**src/inc/tsa_pkg.sv**
```systemverilog
// ****************************************************************
// time-slot access unit: shared constants and types
// ****************************************************************
package tsa_pkg;

  localparam int NUM_CH    = 4;
  localparam int SLOT_BITS = 8;

  // ****************************************************************
  // register offsets (byte addresses on the bus)
  // ****************************************************************
  localparam logic [7:0] OFF_SLOT_ACCESS_DATA_A0 = 8'h00;
  localparam logic [7:0] OFF_SLOT_ACCESS_DATA_A1 = 8'h04;
  localparam logic [7:0] OFF_SLOT_ACCESS_DATA_B0 = 8'h08;
  localparam logic [7:0] OFF_SLOT_ACCESS_DATA_B1 = 8'h0C;
  localparam logic [7:0] OFF_SLOT_PORT_SELECT_A0 = 8'h10;
  localparam logic [7:0] OFF_SLOT_PORT_SELECT_A1 = 8'h14;
  localparam logic [7:0] OFF_SLOT_PORT_SELECT_B0 = 8'h18;
  localparam logic [7:0] OFF_SLOT_PORT_SELECT_B1 = 8'h1C;
  localparam logic [7:0] OFF_PAIR_CONTROL_A      = 8'h20;
  localparam logic [7:0] OFF_PAIR_CONTROL_B      = 8'h24;
  localparam logic [7:0] OFF_SYNC_TRANSFER_STAT  = 8'h28;
  localparam logic [7:0] OFF_SYNC_TRANSFER_ACK   = 8'h2C;
  localparam logic [7:0] OFF_SYNC_TRANSFER_MASK  = 8'h30;

  localparam logic [7:0] OFF_DATA [NUM_CH] = '{OFF_SLOT_ACCESS_DATA_A0, OFF_SLOT_ACCESS_DATA_A1,
                                               OFF_SLOT_ACCESS_DATA_B0, OFF_SLOT_ACCESS_DATA_B1};
  localparam logic [7:0] OFF_SPS  [NUM_CH] = '{OFF_SLOT_PORT_SELECT_A0, OFF_SLOT_PORT_SELECT_A1,
                                               OFF_SLOT_PORT_SELECT_B0, OFF_SLOT_PORT_SELECT_B1};

  // ****************************************************************
  // field positions
  // ****************************************************************
  localparam int SPS_SLOT_LSB  = 0;
  localparam int SPS_LINE_BIT  = 5;
  localparam int PC_IN_EN_LSB  = 0;
  localparam int PC_OUT_EN_LSB = 2;
  localparam int PC_SWAP_BIT   = 4;
  localparam int ST_EVT_LSB    = 0;
  localparam int ST_OVF_LSB    = 4;

  // ****************************************************************
  // reset values
  // ****************************************************************
  localparam logic [7:0] RST_DATA      = 8'h00;
  localparam logic [7:0] RST_SLOT_PORT = 8'h00;
  localparam logic [7:0] RST_PAIR_CTRL = 8'h00;
  localparam logic [7:0] RST_STATUS    = 8'h00;
  localparam logic [7:0] RST_MASK      = 8'hFF;

  // ****************************************************************
  // timing in bit-clock periods
  // ****************************************************************
  localparam logic [7:0] EVT_DELAY_LINE0 = 8'h02;
  localparam logic [7:0] EVT_DELAY_LINE1 = 8'h01;
  localparam logic [7:0] ACK_LEAD_LINE0  = 8'h01;
  localparam logic [7:0] ACK_LEAD_LINE1  = 8'h00;
  localparam logic [2:0] LAST_BIT        = 3'h7;

  typedef struct packed {
    logic       wr;
    logic       rd;
    logic [7:0] addr;
    logic [7:0] wdata;
  } tsa_bus_t;

  typedef struct packed {
    logic       lineSel;
    logic [4:0] slot;
  } tsa_slot_t;

endpackage

```
**src/hdl/tsa_access_unit.sv**
```systemverilog
// Design decisions made here: the AHB-Lite register port and the placing of the registers.
`timescale 1ns/1ps
`default_nettype none
module tsa_access_unit
  import tsa_pkg::*;
(
  // clock and reset
  input  wire logic              clk_sys,
  input  wire logic              rst_b,
  // ahb-lite
  input  wire logic              hsel,
  input  wire logic [31:0]       haddr,
  input  wire logic [1:0]        htrans,
  input  wire logic              hwrite,
  input  wire logic [2:0]        hsize,
  input  wire logic [31:0]       hwdata,
  input  wire logic              hready,
  output logic                   hreadyout,
  output logic                   hresp,
  output logic [31:0]            hrdata,
  // frame bus pins
  input  wire logic              bitClock,
  input  wire logic              frameSync,
  input  wire logic              upstreamIn,
  output logic                   upstreamOut,
  output logic                   upstreamOe,
  input  wire logic              downstreamIn,
  output logic                   downstreamOut,
  output logic                   downstreamOe,
  // monitor steering from the other bus functions
  input  wire logic [NUM_CH-1:0] monitorReverse,
  // interrupt
  output logic                   irq
);

  // ****************************************************************
  // bus front end
  // ****************************************************************
  tsa_bus_t   bus;
  logic [7:0] rdData;

  tsa_ahb_slave u_slave (
    .clk_sys   (clk_sys),
    .rst_b     (rst_b),
    .hsel      (hsel),
    .haddr     (haddr),
    .htrans    (htrans),
    .hwrite    (hwrite),
    .hsize     (hsize),
    .hwdata    (hwdata),
    .hready    (hready),
    .hreadyout (hreadyout),
    .hresp     (hresp),
    .hrdata    (hrdata),
    .bus       (bus),
    .rdData    (rdData)
  );

  // ****************************************************************
  // pin synchronisation and bit-clock edges
  // ****************************************************************
  logic [3:0] pinSync;
  logic       bitClkS;
  logic       frameS;
  logic       upS;
  logic       downS;
  logic       bitClkDly;
  logic       rise;
  logic       fall;

  tsa_sync #(.W(4)) u_sync (
    .clk_sys (clk_sys),
    .rst_b   (rst_b),
    .din     ({bitClock, frameSync, upstreamIn, downstreamIn}),
    .dout    (pinSync)
  );

  assign {bitClkS, frameS, upS, downS} = pinSync;

  always_ff @(posedge clk_sys or negedge rst_b) begin
    if (!rst_b) begin
      bitClkDly <= 1'b0;
    end else begin
      bitClkDly <= bitClkS;
    end
  end

  // timing is kept in whole bit-clock periods; the double-rate clock is
  // not needed because one bit period always spans two of its periods
  // bit-clock time base
  assign rise = bitClkS & ~bitClkDly;
  assign fall = ~bitClkS & bitClkDly;

  // ****************************************************************
  // frame position: slot in [7:3], bit in [2:0]
  // ****************************************************************
  logic [7:0] pos;
  logic [7:0] nextPos;

  assign nextPos = frameS ? 8'h00 : pos + 8'h01;

  always_ff @(posedge clk_sys or negedge rst_b) begin
    if (!rst_b) begin
      pos <= 8'h00;
    end else if (rise) begin
      pos <= nextPos;
    end
  end

  // ****************************************************************
  // control registers
  // ****************************************************************
  logic [7:0] slotPort [NUM_CH];
  logic [7:0] pairCtrl [2];
  logic [7:0] dataReg  [NUM_CH];
  logic [7:0] status;
  logic [7:0] mask;
  logic       statusRead;
  logic       ackWrite;

  assign statusRead = bus.rd & (bus.addr == OFF_SYNC_TRANSFER_STAT);
  assign ackWrite   = bus.wr & (bus.addr == OFF_SYNC_TRANSFER_ACK);

  always_ff @(posedge clk_sys or negedge rst_b) begin
    if (!rst_b) begin
      pairCtrl[0] <= RST_PAIR_CTRL;
      pairCtrl[1] <= RST_PAIR_CTRL;
      mask        <= RST_MASK;
    end else if (bus.wr) begin
      if (bus.addr == OFF_PAIR_CONTROL_A) begin
        pairCtrl[0] <= bus.wdata;
      end
      if (bus.addr == OFF_PAIR_CONTROL_B) begin
        pairCtrl[1] <= bus.wdata;
      end
      if (bus.addr == OFF_SYNC_TRANSFER_MASK) begin
        mask <= bus.wdata;
      end
    end
  end

  // ****************************************************************
  // per-register datapath
  // ****************************************************************
  tsa_slot_t        cfg       [NUM_CH];
  logic [NUM_CH-1:0] capDone;
  logic [7:0]        capByte  [NUM_CH];
  logic [NUM_CH-1:0] upDrv;
  logic [NUM_CH-1:0] downDrv;
  logic [NUM_CH-1:0] drvBit;
  logic [NUM_CH-1:0] fire;
  logic [NUM_CH-1:0] check;
  logic [NUM_CH-1:0] ovf;
  logic [NUM_CH-1:0] related [NUM_CH];
  logic [NUM_CH-1:0] pending;

  genvar c;
  generate
    for (c = 0; c < NUM_CH; c++) begin : g_ch
      localparam int P = c ^ 1;
      localparam int H = c / 2;

      logic       swap;
      logic       inEn;
      logic       outEn;
      tsa_slot_t  inCfg;
      logic       inBit;
      logic       inHit;
      logic       drvHit;
      logic [7:0] evtPos;
      logic [7:0] chkPos;
      logic [7:0] capShift;

      always_ff @(posedge clk_sys or negedge rst_b) begin
        if (!rst_b) begin
          slotPort[c] <= RST_SLOT_PORT;
        end else if (bus.wr && bus.addr == OFF_SPS[c]) begin
          slotPort[c] <= bus.wdata;
        end
      end

      assign cfg[c].slot    = slotPort[c][SPS_SLOT_LSB +: 5];
      assign cfg[c].lineSel = slotPort[c][SPS_LINE_BIT];

      assign swap  = pairCtrl[H][PC_SWAP_BIT];
      assign inEn  = pairCtrl[H][PC_IN_EN_LSB + (c % 2)];
      assign outEn = pairCtrl[H][PC_OUT_EN_LSB + (c % 2)];

      assign inCfg = swap ? cfg[P] : cfg[c];
      assign inBit = inCfg.lineSel ? upS : downS;
      assign inHit = (pos[7:3] == inCfg.slot);

      // sample mid-bit, away from the edge where the far end changes data
      always_ff @(posedge clk_sys or negedge rst_b) begin
        if (!rst_b) begin
          capShift <= 8'h00;
        end else if (fall && inHit && inEn) begin
          capShift <= {capShift[6:0], inBit};
        end
      end

      assign capDone[c] = fall & inHit & inEn & (pos[2:0] == LAST_BIT);
      assign capByte[c] = {capShift[6:0], inBit};

      always_ff @(posedge clk_sys or negedge rst_b) begin
        if (!rst_b) begin
          dataReg[c] <= RST_DATA;
        end else if (bus.wr && bus.addr == OFF_DATA[c]) begin
          dataReg[c] <= bus.wdata;
        end else if (capDone[c] && !monitorReverse[c]) begin
          dataReg[c] <= capByte[c];
        end else if (capDone[P] && monitorReverse[P]) begin
          dataReg[c] <= capByte[P];
        end
      end

      assign drvHit     = outEn & (nextPos[7:3] == cfg[c].slot);
      assign drvBit[c]  = dataReg[c][LAST_BIT - nextPos[2:0]];
      assign upDrv[c]   = drvHit & ~cfg[c].lineSel;
      assign downDrv[c] = drvHit & cfg[c].lineSel;

      assign evtPos   = {cfg[c].slot, LAST_BIT} +
                        (cfg[c].lineSel ? EVT_DELAY_LINE1 : EVT_DELAY_LINE0);
      assign fire[c]  = rise & (nextPos == evtPos);
      assign chkPos   = {cfg[c].slot, 3'h0} -
                        (cfg[c].lineSel ? ACK_LEAD_LINE1 : ACK_LEAD_LINE0);
      assign check[c] = rise & (nextPos == chkPos);

      // own event, or all enabled ones when own is masked
      // a masked overflow never widens its reach to other events
      assign related[c] = (mask[ST_EVT_LSB + c] && !mask[ST_OVF_LSB + c]) ?
                          ~mask[ST_EVT_LSB +: NUM_CH] : NUM_CH'(1 << c);
      assign ovf[c]     = check[c] & (|(pending & related[c]));
    end
  endgenerate

  // ****************************************************************
  // line drivers, changed on the bit-clock rising edge
  // ****************************************************************
  always_ff @(posedge clk_sys or negedge rst_b) begin
    if (!rst_b) begin
      upstreamOut   <= 1'b0;
      upstreamOe    <= 1'b0;
      downstreamOut <= 1'b0;
      downstreamOe  <= 1'b0;
    end else if (rise) begin
      upstreamOut   <= |(upDrv & drvBit);
      upstreamOe    <= |upDrv;
      downstreamOut <= |(downDrv & drvBit);
      downstreamOe  <= |downDrv;
    end
  end

  // ****************************************************************
  // synchronous transfer events and overflows
  // ****************************************************************
  logic [NUM_CH-1:0] ovfClr;

  always_comb begin
    ovfClr = '0;
    for (int i = 0; i < NUM_CH; i++) begin
      if (ovf[i]) begin
        ovfClr = ovfClr | related[i];
      end
    end
  end

  // a fresh event outlives an ack or overflow in the same cycle
  // ack clears outstanding events
  always_ff @(posedge clk_sys or negedge rst_b) begin
    if (!rst_b) begin
      pending <= '0;
    end else begin
      pending <= (pending & ~ovfClr & ~(ackWrite ? bus.wdata[NUM_CH-1:0] : '0)) | fire;
    end
  end

  always_ff @(posedge clk_sys or negedge rst_b) begin
    if (!rst_b) begin
      status <= RST_STATUS;
    end else begin
      status <= (statusRead ? 8'h00 : status) | {ovf, fire};
    end
  end

  assign irq = |(status & ~mask);

  // ****************************************************************
  // read data
  // ****************************************************************
  always_comb begin
    rdData = 8'h00;
    unique case (bus.addr)
      OFF_SLOT_ACCESS_DATA_A0: rdData = dataReg[0];
      OFF_SLOT_ACCESS_DATA_A1: rdData = dataReg[1];
      OFF_SLOT_ACCESS_DATA_B0: rdData = dataReg[2];
      OFF_SLOT_ACCESS_DATA_B1: rdData = dataReg[3];
      OFF_SLOT_PORT_SELECT_A0: rdData = slotPort[0];
      OFF_SLOT_PORT_SELECT_A1: rdData = slotPort[1];
      OFF_SLOT_PORT_SELECT_B0: rdData = slotPort[2];
      OFF_SLOT_PORT_SELECT_B1: rdData = slotPort[3];
      OFF_PAIR_CONTROL_A:      rdData = pairCtrl[0];
      OFF_PAIR_CONTROL_B:      rdData = pairCtrl[1];
      OFF_SYNC_TRANSFER_STAT:  rdData = status;
      OFF_SYNC_TRANSFER_MASK:  rdData = mask;
      default:                 rdData = 8'h00;
    endcase
  end

endmodule
`default_nettype wire

```
**src/hdl/tsa_sync.sv**
```systemverilog
`timescale 1ns/1ps
`default_nettype none
// ****************************************************************
// two-stage synchroniser for pin inputs
// ****************************************************************
module tsa_sync #(
  parameter int W = 4
) (
  // clock and reset
  input  wire logic         clk_sys,
  input  wire logic         rst_b,
  // levels
  input  wire logic [W-1:0] din,
  output var  logic [W-1:0] dout
);

  logic [W-1:0] meta;

  always_ff @(posedge clk_sys or negedge rst_b) begin
    if (!rst_b) begin
      meta <= '0;
      dout <= '0;
    end else begin
      meta <= din;
      dout <= meta;
    end
  end

endmodule
`default_nettype wire

```
**src/hdl/tsa_ahb_slave.sv**
```systemverilog
`timescale 1ns/1ps
`default_nettype none
// ****************************************************************
// ahb-lite slave front end
// ****************************************************************
module tsa_ahb_slave
  import tsa_pkg::*;
(
  // clock and reset
  input  wire logic        clk_sys,
  input  wire logic        rst_b,
  // ahb-lite
  input  wire logic        hsel,
  input  wire logic [31:0] haddr,
  input  wire logic [1:0]  htrans,
  input  wire logic        hwrite,
  input  wire logic [2:0]  hsize,
  input  wire logic [31:0] hwdata,
  input  wire logic        hready,
  output logic             hreadyout,
  output logic             hresp,
  output logic [31:0]      hrdata,
  // register side
  output tsa_bus_t         bus,
  input  wire logic [7:0]  rdData
);

  logic       take;
  logic       upperZero;
  logic       wrPend;
  logic       wrOk;
  logic [7:0] wrAddr;

  // only whole-word single transfers are expected; hsize is not checked
  assign take      = hsel & hready & htrans[1];
  assign upperZero = (haddr[31:8] == 24'h000000);

  always_ff @(posedge clk_sys or negedge rst_b) begin
    if (!rst_b) begin
      wrPend <= 1'b0;
      wrOk   <= 1'b0;
      wrAddr <= 8'h00;
    end else begin
      wrPend <= take & hwrite;
      if (take & hwrite) begin
        wrOk   <= upperZero;
        wrAddr <= haddr[7:0];
      end
    end
  end

  // one wait state on writes so a following read sees the new value
  assign hreadyout = ~wrPend;
  assign hresp     = 1'b0;

  always_comb begin
    bus.wr    = wrPend & wrOk;
    bus.rd    = take & ~hwrite & upperZero;
    bus.addr  = wrPend ? wrAddr : haddr[7:0];
    bus.wdata = hwdata[7:0];
  end

  always_ff @(posedge clk_sys or negedge rst_b) begin
    if (!rst_b) begin
      hrdata <= 32'h00000000;
    end else if (take & ~hwrite) begin
      hrdata <= upperZero ? {24'h000000, rdData} : 32'h00000000;
    end
  end

endmodule
`default_nettype wire

```
**config.mk**
```make
export PLATFORM = sky130hd
export DESIGN_NAME = tsa_access_unit
export DESIGN_NICKNAME = d
export VERILOG_FILES = /design/src/inc/tsa_pkg.sv /design/src/hdl/tsa_access_unit.sv /design/src/hdl/tsa_sync.sv /design/src/hdl/tsa_ahb_slave.sv
export SDC_FILE = /design/constraint.sdc
export NUM_CORES = 1
export LEC_CHECK = 0
export BUFFER_PORTS_ARGS = -buffer_cell sky130_fd_sc_hd__buf_2
export CAP_MARGIN = 20
export CORE_AREA = 2 2 161 202
export CTS_CLUSTER_DIAMETER = 80
export DETAILED_ROUTE_END_ITERATION = 10
export DIE_AREA = 0 0 163 204
export GPL_TIMING_DRIVEN = 0
export SYNTH_ARGS = -nofsm -noshare
export SYNTH_HDL_FRONTEND = slang
export SYNTH_SLANG_ARGS = --single-unit
```
**constraint.sdc**
```tcl
create_clock -name clk_sys -period 2.4 [get_ports clk_sys]
set_input_delay 0.24 -clock clk_sys [delete_from_list [all_inputs] [get_ports clk_sys]]
set_output_delay 0.24 -clock clk_sys [all_outputs]
set_load 0.05 [all_outputs]
```
# Word level (Yosys, flattened, before mapping)
# Index checks and enable logic that the tools add are counted.
# op_classes
reduce_logical	54
n_addsub	10
shift	0
div_mod_pow	0
n_mux	50
bitwise_logic	72
eq_ne	29
n_mul	0
order_cmp	1
# op_table
operator	n
$mux 8	16
$pmux 8 s12	1
$eq 8x8->1	8
$and 1x1->1	46
$eq 5x5->1	8
$eq 8x6->1 const B	5
$mux 4	9
$add 8x2->8	4
$and 4x4->4	8
$eq 8x5->1 const B	4
$reduce_or 4->1	8
$sub 8x1->8	4
$logic_and 1x1->1	28
$logic_not 24->1	1
$mux 6	4
$eq 8x4->1 const B	2
$or 4x4->4	4
$bmux 1 s3	4
$mux 1	12
$not 4->4	3
$reduce_bool 3->1	4
$add 8x1->8 const B	1
$and 8x8->8	1
$eq 8x3->1 const B	1
11 further kinds	30
# word_totals
output_inout_bits	39
regBits	191
latch_bits	0
ramBits	0
wordCells	245
memories	0
mem_bits_ro	0

# Logic depth before layout (Yosys ltp)
# Gate-level depths: netlist (run 1).
# logic_depth
word_depth	17
mapped_depth	13

# By module
# Synthesis (run 1) repeated with hierarchy kept, for this count alone.
# hier_totals
hier_cells	1078
area_unflattened_um2	10943.0
# by_module_without_submodules
mod	area_per_inst_um2	instances	cells_per_inst
tsa_access_unit	9555.4	1	958
tsa_ahb_slave	1187.4	1	112
tsa_sync	200.2	1	8

# Least setup slack after synthesis (run 1)
# Ideal clock, no wire load.
# synth_path
kind	flip-flop to flip-flop
from	register slotPort, in the netlist cfg[13]
to	register dataReg[25] (netlist name)
path_stages_with_launch	10
t_required_ps	2275
path_slack_ps	-233
period_less_slack_ps	2633
t_arrival_ps	2509
path_cell_list	dfrtp_1 > clkbuf_1 > mux2i_1 > xnor2_1 > nor4_1 > nand4_2 > or3_1 > buf_2 > o311ai_4 > mux2_2
# synth_between
elab_chain_len	8
word_cells_on_any_way	15
classes_between	eq/ne: 2; mux: 4; bitwise: 6; reduce/logical: 3
# synth_rtl
element	line_no	source
from (decl)	tsa_access_unit.sv:113	logic [7:0] slotPort [NUM_CH];
from (signal, indexed assignment)	tsa_access_unit.sv:178	slotPort[c] <= bus.wdata;
$mux 6	tsa_access_unit.sv:189	assign inCfg = swap ? cfg[P] : cfg[c];
$eq 5x5->1	tsa_access_unit.sv:191	assign inHit = (pos[7:3] == inCfg.slot);
$and 1x1->1 (3 in a row)	tsa_access_unit.sv:202	assign capDone[c] = fall & inHit & inEn & (pos[2:0] == LAST_BIT);
$logic_and 1x1->1	tsa_access_unit.sv:210	end else if (capDone[c] && !monitorReverse[c]) begin
$mux 8	tsa_access_unit.sv:210	
$mux 8	tsa_access_unit.sv:208	end else if (bus.wr && bus.addr == OFF_DATA[c]) begin
to (signal, indexed assignment)	tsa_access_unit.sv:209	dataReg[c] <= bus.wdata;
to (signal, indexed assignment)	tsa_access_unit.sv:211	dataReg[c] <= capByte[c];
to (signal, indexed assignment)	tsa_access_unit.sv:213	dataReg[c] <= capByte[P];
to (decl)	tsa_access_unit.sv:115	logic [7:0] dataReg [NUM_CH];
# Several ways; a longest one is shown, not always the timed one.
# A chain may end at the register's enable or synchronous reset.

# Worst setup path after layout (run 1)
# layout_path
from	register pairCtrl, in the netlist g_ch[2].swap
to	register dataReg[11] (netlist name)
# layout_between
elab_chain_len	8
word_cells_on_any_way	15
classes_between	eq/ne: 2; mux: 4; bitwise: 6; reduce/logical: 3
# layout_rtl
element	line_no	source
from (decl)	tsa_access_unit.sv:114	logic [7:0] pairCtrl [2];
$mux 6	tsa_access_unit.sv:189	
$eq 5x5->1	tsa_access_unit.sv:191	
$and 1x1->1 (3 in a row)	tsa_access_unit.sv:202	
$logic_and 1x1->1	tsa_access_unit.sv:210	
$mux 8	tsa_access_unit.sv:210	
$mux 8	tsa_access_unit.sv:208	
# Several ways; a longest one is shown, not always the timed one.

==> impl_metrics.env, run 1 <==
export IMPL_status="complete, but fails checks"
export IMPL_violations="negative setup slack"
export IMPL_cts_htree_levels=4
export IMPL_first_global_vias=9923
export IMPL_ys_ff_latch=167
export IMPL_coreArea_um2=31510
export IMPL_post_route_period_util_pct=113.2
export IMPL_antenna_left=0
export IMPL_slew_viol_final=0
export IMPL_die_area_um2=33250
export IMPL_avgSynthCellArea_um2=9.709
export IMPL_yosysUniqueCellTypes=88
export IMPL_area_growth_syn_to_layout_pct=38.40
export IMPL_rows=73
export IMPL_rsz0062_at_grt="true"
export IMPL_firstDrtPassIters=8
export IMPL_arrival_ps=3050
export IMPL_detailedRoute_firstIterationViolations=881
export IMPL_drt_wl_total_um=38950
export IMPL_clk_pin_slew_worst_paths_ps=70
export IMPL_grt_pass1_wl_um=58270
export IMPL_antenna_cells=0
export IMPL_critPathKind="register to register"
export IMPL_layout_drive_gt1_share_pct=43.75
export IMPL_async_reset_ff_share_pct=100.0
export IMPL_antenna_found_initial=0
export IMPL_cp_end_kind="register"
export IMPL_grt_use_total_pct=23.06
export IMPL_worst_path_max_fanout=10
export IMPL_final_cell_mix="dfrtp_1 (143), buf_4 (121), nand2_1 (95)"
export IMPL_io_pins=121
export IMPL_finalClockSkew_ps=8.238
export IMPL_num_vias=10150
export IMPL_cap_violations=0
export IMPL_final_util_pct=47.71
export IMPL_dp_hpwl_um=26890
export IMPL_vdd_ir_drop_max_uv=509.9
export IMPL_tightestPinTransition_ps=949.9
export IMPL_fin_crit_ps=2717
export IMPL_leakage_nw=6.699
export IMPL_syn_area_um2=10860
export IMPL_hold_depth=3
export IMPL_numCtsBuffers=17
export IMPL_dieHeight_um=204
export IMPL_power_density_nw_per_um2=461.3
export IMPL_fmax_mhz=368.1
export IMPL_grt_ovfl_total=0
export IMPL_final_common_cell="dfrtp_1"
export IMPL_synth_ff_type="dfrtp_1"
export IMPL_cts_sinks=167
export IMPL_synth_warnings=0
export IMPL_layout_setup_ws_ps=-316.8
export IMPL_routabilityCongestion=0.9563
export IMPL_slew_headroom_pct=36.68
export IMPL_fp_dieW_um=163
export IMPL_numPortBuffers=67
export IMPL_seq_area_frac_synth_pct=38.56
export IMPL_grt_max_degree=88
export IMPL_drc=0
export IMPL_synth_edf_count=0
export IMPL_initial_utilization_pct=34.48
export IMPL_root_buffer="clkbuf_16"
export IMPL_ff2ff_path_depth=10
export IMPL_viasPerCell=5.752
export IMPL_fin_nets=1440
export IMPL_pre_cts_ws_ps=-813.9
export IMPL_start_kind="register"
export IMPL_clk_latency_ps=440
export IMPL_cp_required_ps=2730
export IMPL_synth_cells=1119
export IMPL_cts_tree="yes"
export IMPL_clock_path_buffers=2
export IMPL_wl_per_cell_um=22.07
export IMPL_setup_viol_count_final=43
export IMPL_hp_class="input port to register"
export IMPL_hold_violations=0
synth_stat cells (all sizes together), types with 18 or more instances:
master  number  area share, %
nand3       37            1.7
xor2        27            2.2
dfrtp      159             37
mux2i       60            5.6
a21oi       25            1.2
inv         35            1.2
a22oi       49            3.4
ha          18            2.1
nor3        34            1.8
a31oi       18            1.0
buf         54            3.5
nor2        45            1.6
o21ai       84            4.1
mux2        73            7.6
nand2      100            3.5
nor4        18            1.2
xnor2       34            2.7
clkbuf      47            1.6
worst max-delay path, stage by stage (launching register included):
cell,delay (ps)
dfrtp_1,340
buf_6,120
buf_12,130
mux2i_4,250
xor2_1,200
nand2_1,80
or4_4,510
or3_4,390
buf_2,220
mux2i_1,280
o21ai_2,90
through the flow:
stage	total power, mW	setup TNS, ps	hold WS, ps	instances	area (um^2)
floorplan	3.489	-3157	-55.59	1143	11090
global placement	3.768	-298050	333.4	1622	11950
detailed placement	3.782	-42240	277.6	1624	11990
CTS	6.864	-7869	26.62	1721	14030
global route	7.148	-12290	39.84	1765	15040
finish	6.936	-8957	36.60	1765	15040
report_power, final:
group          leakage (nW)  switching (mW)  total (mW)  internal (mW)
registers              2.14          0.0825        2.97           2.89
logic                  4.26           0.638        1.02          0.377
clock network         0.304            1.25        2.95           1.70
total                  6.70            1.98        6.94           4.96
kinds of logic after synthesis:
group | count (synthesis) | synth area share, %
other | 1 | 0.03452
DFF | 167 | 38.56
and+or+nand+nor | 330 | 16.09
buffers and inverters | 137 | 6.357
xor gates and xnor gates | 66 | 5.954
AOI/OAI and AO/OA | 263 | 16.90
adders and majority gates | 18 | 2.073
muxes | 137 | 14.04
layout make-up:
class | instances | area [um^2]
fillers | 2867 | 16480
clock buffers | 18 | 439.2
inverters | 36 | 138.9
repair buffers | 193 | 1478
flip-flops and latches | 167 | 4209
clock inverters | 14 | 187.7
multi-input cells | 840 | 7382
plain buffers | 85 | 685.7
well taps | 412 | 515.5
routing by layer:
| layer | vias to the layer above | track usage (%) | share of wire (%) |
|---|---|---|---|
| met3 | 148 | 3.490 | 6.1 |
| met2 | 507 | 39.72 | 48 |
| met1 | 4999 | 27.39 | 39 |
| met4 | 0 | 12.93 | 7.0 |
| li1 | 4498 | - | - |
| met5 | - | 0 | 0 |
worst paths after layout:
check / from / endpoint / slack, ps
setup / recovery: g_ch[2].swap$_DFFE_PN0P_ / dataReg[11]$_DFFE_PN0P_ / -320
hold / removal: haddr[6] / u_slave.wrAddr[6]$_DFFE_PN0P_ / 40
setup reg to reg: g_ch[2].swap$_DFFE_PN0P_ / dataReg[11]$_DFFE_PN0P_ / -320
hold reg to reg: u_sync.meta[3]$_DFF_PN0_ / u_sync.dout[3]$_DFF_PN0_ / 340
max in group asynchronous: rst_b / cfg[12]$_DFFE_PN0P_ / 1120
min in group asynchronous: rst_b / u_slave.wrAddr[6]$_DFFE_PN0P_ / 380
registers in the layout, summed over array words and instances (netlist names), 8 cells and up:
name,count
mask,8
dataReg,32
g_ch.capShift,28
slotPort,8
cfg,24
pos,8
u_slave.hrdata,8
u_slave.wrAddr,8
status,8
timing repair:
item,CTS,global route
hold buffers,5,0
setup buffers,73,47
setup endpoints to repair,109,74
resized for setup,203,144
cloned,1,2
pin swaps,74,88
hold endpoints to repair,90,0
Power figures use the tool's default switching activity.
==> run 2: changes to the inputs <==
- ABC_AREA: not set -> 1
- CORE_AREA: 2 2 161 202 -> 2 2 165 207
- DIE_AREA: 0 0 163 204 -> 0 0 167 209
==> impl_metrics.env, run 2 <==
export IMPL_status="complete, no violations"
export IMPL_numPortBuffers=67
export IMPL_routabilityCongestion=0.9738
export IMPL_slew_viol_final=0
export IMPL_hp_class="input port to register"
export IMPL_hold_start="haddr[2]"
export IMPL_dp_hpwl_um=31460
export IMPL_rows=75
export IMPL_clk_pin_slew_worst_paths_ps=70
export IMPL_fin_nets=1926
export IMPL_final_common_cell="nand2_1"
export IMPL_detailedRoute_firstIterationViolations=1034
export IMPL_clk_latency_ps=440
export IMPL_final_util_pct=42.39
export IMPL_post_route_period_util_pct=97.47
export IMPL_avgSynthCellArea_um2=6.817
export IMPL_num_vias=11860
export IMPL_clock_path_buffers=2
export IMPL_worst_path_max_fanout=7
export IMPL_hold_violations=0
export IMPL_grt_use_total_pct=23.24
export IMPL_syn_area_um2=11350
export IMPL_max_flop_register="dataReg"
export IMPL_numCtsBuffers=17
export IMPL_fmax_mhz=427.5
export IMPL_antenna_left=0
export IMPL_synth_edf_count=0
export IMPL_pre_cts_ws_ps=-690.6
export IMPL_initial_utilization_pct=34.26
export IMPL_synth_cells=1665
export IMPL_synth_ff_type="dfrtp_1"
export IMPL_tns_ps=0
export IMPL_cts_sinks=167
export IMPL_viasPerCell=5.241
export IMPL_fp_dieW_um=167
export IMPL_io_pins=121
export IMPL_cp_required_ps=2780
export IMPL_final_cell_mix="nand2_1 (553), nand3_1 (148), dfrtp_1 (148)"
export IMPL_antenna_found_initial=0
export IMPL_vdd_ir_drop_max_uv=387.1
export IMPL_wl_per_cell_um=18.42
export IMPL_fin_crit_ps=2339
export IMPL_leakage_nw=6.628
export IMPL_root_buffer="clkbuf_16"
export IMPL_dieHeight_um=209
export IMPL_ff2ff_path_depth=10
export IMPL_rrSetupSlack_ps=60
export IMPL_area_growth_syn_to_layout_pct=23.74
export IMPL_coreArea_um2=33130
export IMPL_drc=0
export IMPL_hold_depth=3
export IMPL_slew_headroom_pct=55.82
export IMPL_cap_violations=0
export IMPL_yosysTopAreaCellShare_pct=35.06
export IMPL_first_global_vias=11130
export IMPL_yosysUniqueCellTypes=47
export IMPL_grt_max_degree=87
export IMPL_cts_htree_levels=4
export IMPL_cp_startpoint="u_slave.wrPend$_DFF_PN0_"
export IMPL_layout_drive_gt1_share_pct=20.66
export IMPL_largest_reg_flops=32
export IMPL_tightestPinTransition_ps=662.7
export IMPL_cp_end_kind="register"
export IMPL_synth_warnings=0
export IMPL_synth_area_leader_cell="dfrtp_1"
export IMPL_finalClockSkew_ps=11.25
export IMPL_start_kind="register"
export IMPL_ys_ff_latch=167
export IMPL_drt_wl_total_um=41670
export IMPL_seq_area_frac_synth_pct=36.91
export IMPL_total_power_mw=6.442
export IMPL_die_area_um2=34900
export IMPL_synth_area_top_cells="dfrtp_1 (35%), nand2_1 (19%), o21ai_0 (7.1%)"
export IMPL_cts_tree="yes"
export IMPL_firstDrtPassIters=8
export IMPL_r2r_start="u_slave.wrPend$_DFF_PN0_"
export IMPL_grt_pass1_wl_um=62850
export IMPL_antenna_cells=0
export IMPL_hold_end="u_slave.wrAddr[2]$_DFFE_PN0P_"
export IMPL_synthMostInstantiatedCell="nand2_1"
export IMPL_power_density_nw_per_um2=458.7
export IMPL_rsz0062_at_grt="true"
export IMPL_worst_hold_slack_ps=35.83
export IMPL_setup_viol_count_final=0
export IMPL_layout_setup_ws_ps=60.79
export IMPL_critPathKind="register to register"
export IMPL_synth_commonest_cells="nand2_1 (570), o21ai_0 (160), dfrtp_1 (159)"
export IMPL_rr_endpoint="u_slave.hrdata[6]$_DFFE_PN0P_"
export IMPL_grt_ovfl_total=0
export IMPL_async_reset_ff_share_pct=100.0
export IMPL_arrival_ps=2720
## run 2: area by class of cell
cell class	instances	area, um^2
fill	3453	19080
multi-input combinational	1302	6829
sequential	167	4203
timing repair buffer	123	848.3
inverter	153	596.8
tap	423	529.3
clock buffer	20	456.7
buffer	62	440.4
clock inverter	12	140.1
## run 2: layer usage
metal	wire length [um]	GRT usage, %	share of wire [%]
met3	1991	3.106	4.8
met5	0	0	0
met4	2173	12.54	5.2
met1	16960	28.07	41
met2	20540	40.07	49
## run 2: timing repair
action,in CTS,in global routing
hold buffers,5,0
pin swaps,9,24
endpoints found under the hold margin,77,0
setup endpoints to repair,87,118
gates cloned,0,2
setup buffers,14,36
gates resized for setup,79,137
## run 2: report_power, final
group | total [mW] | leakage [nW] | internal, mW | switching (mW)
registers | 2.90 | 2.19 | 2.86 | 0.0359
clock network | 2.83 | 0.290 | 1.61 | 1.22
logic | 0.714 | 4.15 | 0.201 | 0.513
## run 2: worst max-delay path, stage by stage (launching register included)
cell      delay, ps
dfrtp_2         480
o31ai_4         500
nand3_2         110
buf_4           210
nor2_4          200
inv_1           100
o21ai_0         300
nor2_1          130
nand3b_1        130
nand2_1          60
nand2_1          50
## run 2: logic make-up after synthesis
group / after synthesis / share of synthesized area (%)
and+or+nand+nor: 997 / 38.65
buffers and inverters: 222 / 8.687
AOI/OAI and AO/OA: 220 / 10.49
DFF: 167 / 36.91
xor gates and xnor gates: 33 / 2.547
adders and majority gates: 18 / 1.984
muxes: 7 / 0.6946
other: 1 / 0.03304
## run 2: how the worst max path moves through the flow
| stage | slack [ps] | endpoint | cells after the start |
|---|---|---|---|
| detailed placement | -690 | pending[0]$_DFF_PN0_ | 11 |
| CTS | -5 | cfg[17]$_DFFE_PN0P_ | 11 |
| global route | -60 | dataReg[13]$_DFFE_PN0P_ | 11 |
| global placement | -1570 | pos[5]$_DFFE_PN0P_ | 1 |
| finish | 60 | u_slave.hrdata[6]$_DFFE_PN0P_ | 10 |
| floorplan | 210 | pending[0]$_DFF_PN0_ | 16 |
## run 2: per-stage QoR
step | cell area (um^2) | cells
2_1_floorplan | 11440 | 1689
3_3_place_gp | 12300 | 2179
3_5_place_dp | 12340 | 2180
4_1_cts | 13360 | 2229
5_1_grt | 14040 | 2262
6_report | 14040 | 2262
==> run 3: changes to the inputs <==
- PLACE_DENSITY: not set -> 0.55
==> impl_metrics.env, run 3 (synthesis gave the netlist of run 2 again) <==
export IMPL_worst_hold_slack_ps=33.07
export IMPL_grt_use_total_pct=24.00
export IMPL_place_inst=2180
export IMPL_tns_ps=0
export IMPL_rsz0062_at_grt="true"
export IMPL_post_route_period_util_pct=98.41
export IMPL_hold_violations=0
export IMPL_antenna_found_initial=0
export IMPL_fin_nets=1913
export IMPL_firstDrtPassIters=6
export IMPL_critPathKind="register to register"
export IMPL_viasPerCell=5.181
export IMPL_slew_headroom_pct=55.36
export IMPL_design_area_um2=13770
export IMPL_root_buffer="clkbuf_16"
export IMPL_start_kind="register"
export IMPL_clock_path_buffers=2
export IMPL_fin_cells=2249
export IMPL_nFillCells=3535
export IMPL_vdd_ir_drop_max_uv=486.5
export IMPL_clk_latency_ps=450
export IMPL_initial_utilization_pct=34.26
export IMPL_detailedRoute_firstIterationViolations=1026
export IMPL_io_pins=121
export IMPL_fin_crit_ps=2362
export IMPL_cp_end_kind="register"
export IMPL_power_density_nw_per_um2=453.2
export IMPL_fmax_mhz=423.4
export IMPL_rows=75
export IMPL_grt_max_degree=91
export IMPL_area_growth_syn_to_layout_pct=21.37
export IMPL_slew_viol_final=0
export IMPL_numCtsBuffers=17
export IMPL_status="complete, no violations"
export IMPL_final_cell_mix="nand2_1 (552), nand3_1 (148), dfrtp_1 (148)"
export IMPL_cts_htree_levels=4
export IMPL_wl_per_cell_um=18.77
export IMPL_drc=0
export IMPL_total_power_mw=6.242
export IMPL_fp_dieW_um=167
export IMPL_dpl_instance_area_um2=12340
export IMPL_finalClockSkew_ps=12.20
export IMPL_final_util_pct=41.58
export IMPL_die_area_um2=34900
export IMPL_drt_wl_total_um=42220
export IMPL_cap_violations=0
export IMPL_arrival_ps=2700
export IMPL_setup_viol_count_final=0
export IMPL_antenna_cells=0
export IMPL_cts_sinks=167
export IMPL_grt_pass1_wl_um=64320
export IMPL_cts_tree="yes"
export IMPL_tightestPinTransition_ps=669.6
export IMPL_dieHeight_um=209
export IMPL_first_global_vias=11100
export IMPL_final_common_cell="nand2_1"
export IMPL_pre_cts_ws_ps=-667.1
export IMPL_antenna_left=0
export IMPL_num_vias=11650
export IMPL_largest_reg_flops=32
export IMPL_clk_pin_slew_worst_paths_ps=70
export IMPL_max_flop_register="dataReg"
export IMPL_worst_path_max_fanout=8
export IMPL_hp_class="input port to register"
export IMPL_layout_drive_gt1_share_pct=19.06
export IMPL_layout_setup_ws_ps=38.14
export IMPL_grt_ovfl_total=0
export IMPL_coreArea_um2=33130
export IMPL_routabilityCongestion=0.9559
export IMPL_dp_hpwl_um=31970
export IMPL_leakage_nw=6.497
export IMPL_cp_required_ps=2740
export IMPL_numPortBuffers=67
==> run 3: area by class of cell <==
| type | count | area (um^2) | share of cell area (%) |
|---|---|---|---|
| plain buffers | 63 | 439.2 | 3.188 |
| clock buffers | 24 | 471.7 | 3.424 |
| clock inverters | 8 | 67.56 | 0.4905 |
| inverters | 153 | 578.1 | 4.197 |
| multi-input cells | 1301 | 6743 | 48.95 |
| flip-flops and latches | 167 | 4203 | 30.51 |
| well taps | 423 | 529.3 | 3.842 |
| repair buffers | 110 | 743.2 | 5.396 |
==> run 3: path summary, 6_finish.rpt <==
kind | slack (ps) | cells after the start | endpoint | startpoint
worst max-delay path | 40 | 13 | u_slave.hrdata[3]$_DFFE_PN0P_ | u_slave.wrPend$_DFF_PN0_
worst min-delay path | 30 | 3 | u_slave.wrAddr[2]$_DFFE_PN0P_ | haddr[2]
worst max register to register | 40 | 13 | u_slave.hrdata[3]$_DFFE_PN0P_ | u_slave.wrPend$_DFF_PN0_
worst min register to register | 350 | 0 | u_sync.dout[1]$_DFF_PN0_ | u_sync.meta[1]$_DFF_PN0_
max in group asynchronous | 1180 | 3 | mask[4]$_DFFE_PN1P_ | rst_b
min in group asynchronous | 340 | 2 | g_ch[0].capShift[4]$_DFFE_PN0P_ | rst_b
==> run 3: per-layer routing <==
metal	GRT usage [%]	share of wire, %
met5	0	0
met4	9.304	3.5
met3	3.902	4.8
met2	42.54	50
met1	29.04	41
==> run 3: worst max-delay path, stage by stage (launching register included) <==
cell and delay [ps]:
dfrtp_2 440, inv_2 100, or2_1 210, o21ai_0 140, inv_1 180, nand2_2 190, nor2_4 60, buf_4 180
nand2_1 60, o21ai_0 110, nor2_1 230, nand3_1 170, nand2_1 120, nand2_1 60
==> run 3: what timing repair did <==
action	CTS	global route
resized for setup	84	107
setup endpoints to repair	89	119
pin swaps	10	26
hold buffers	7	0
setup buffers	13	22
gates cloned	0	1
hold endpoints to repair	83	0
==> run 3: power breakdown <==
part	switching, mW	total, mW	leakage (nW)	internal (mW)
clock network	1.23	2.62	0.255	1.39
logic	0.512	0.731	4.05	0.219
registers	0.0340	2.90	2.19	2.86
total	1.77	6.24	6.50	4.47
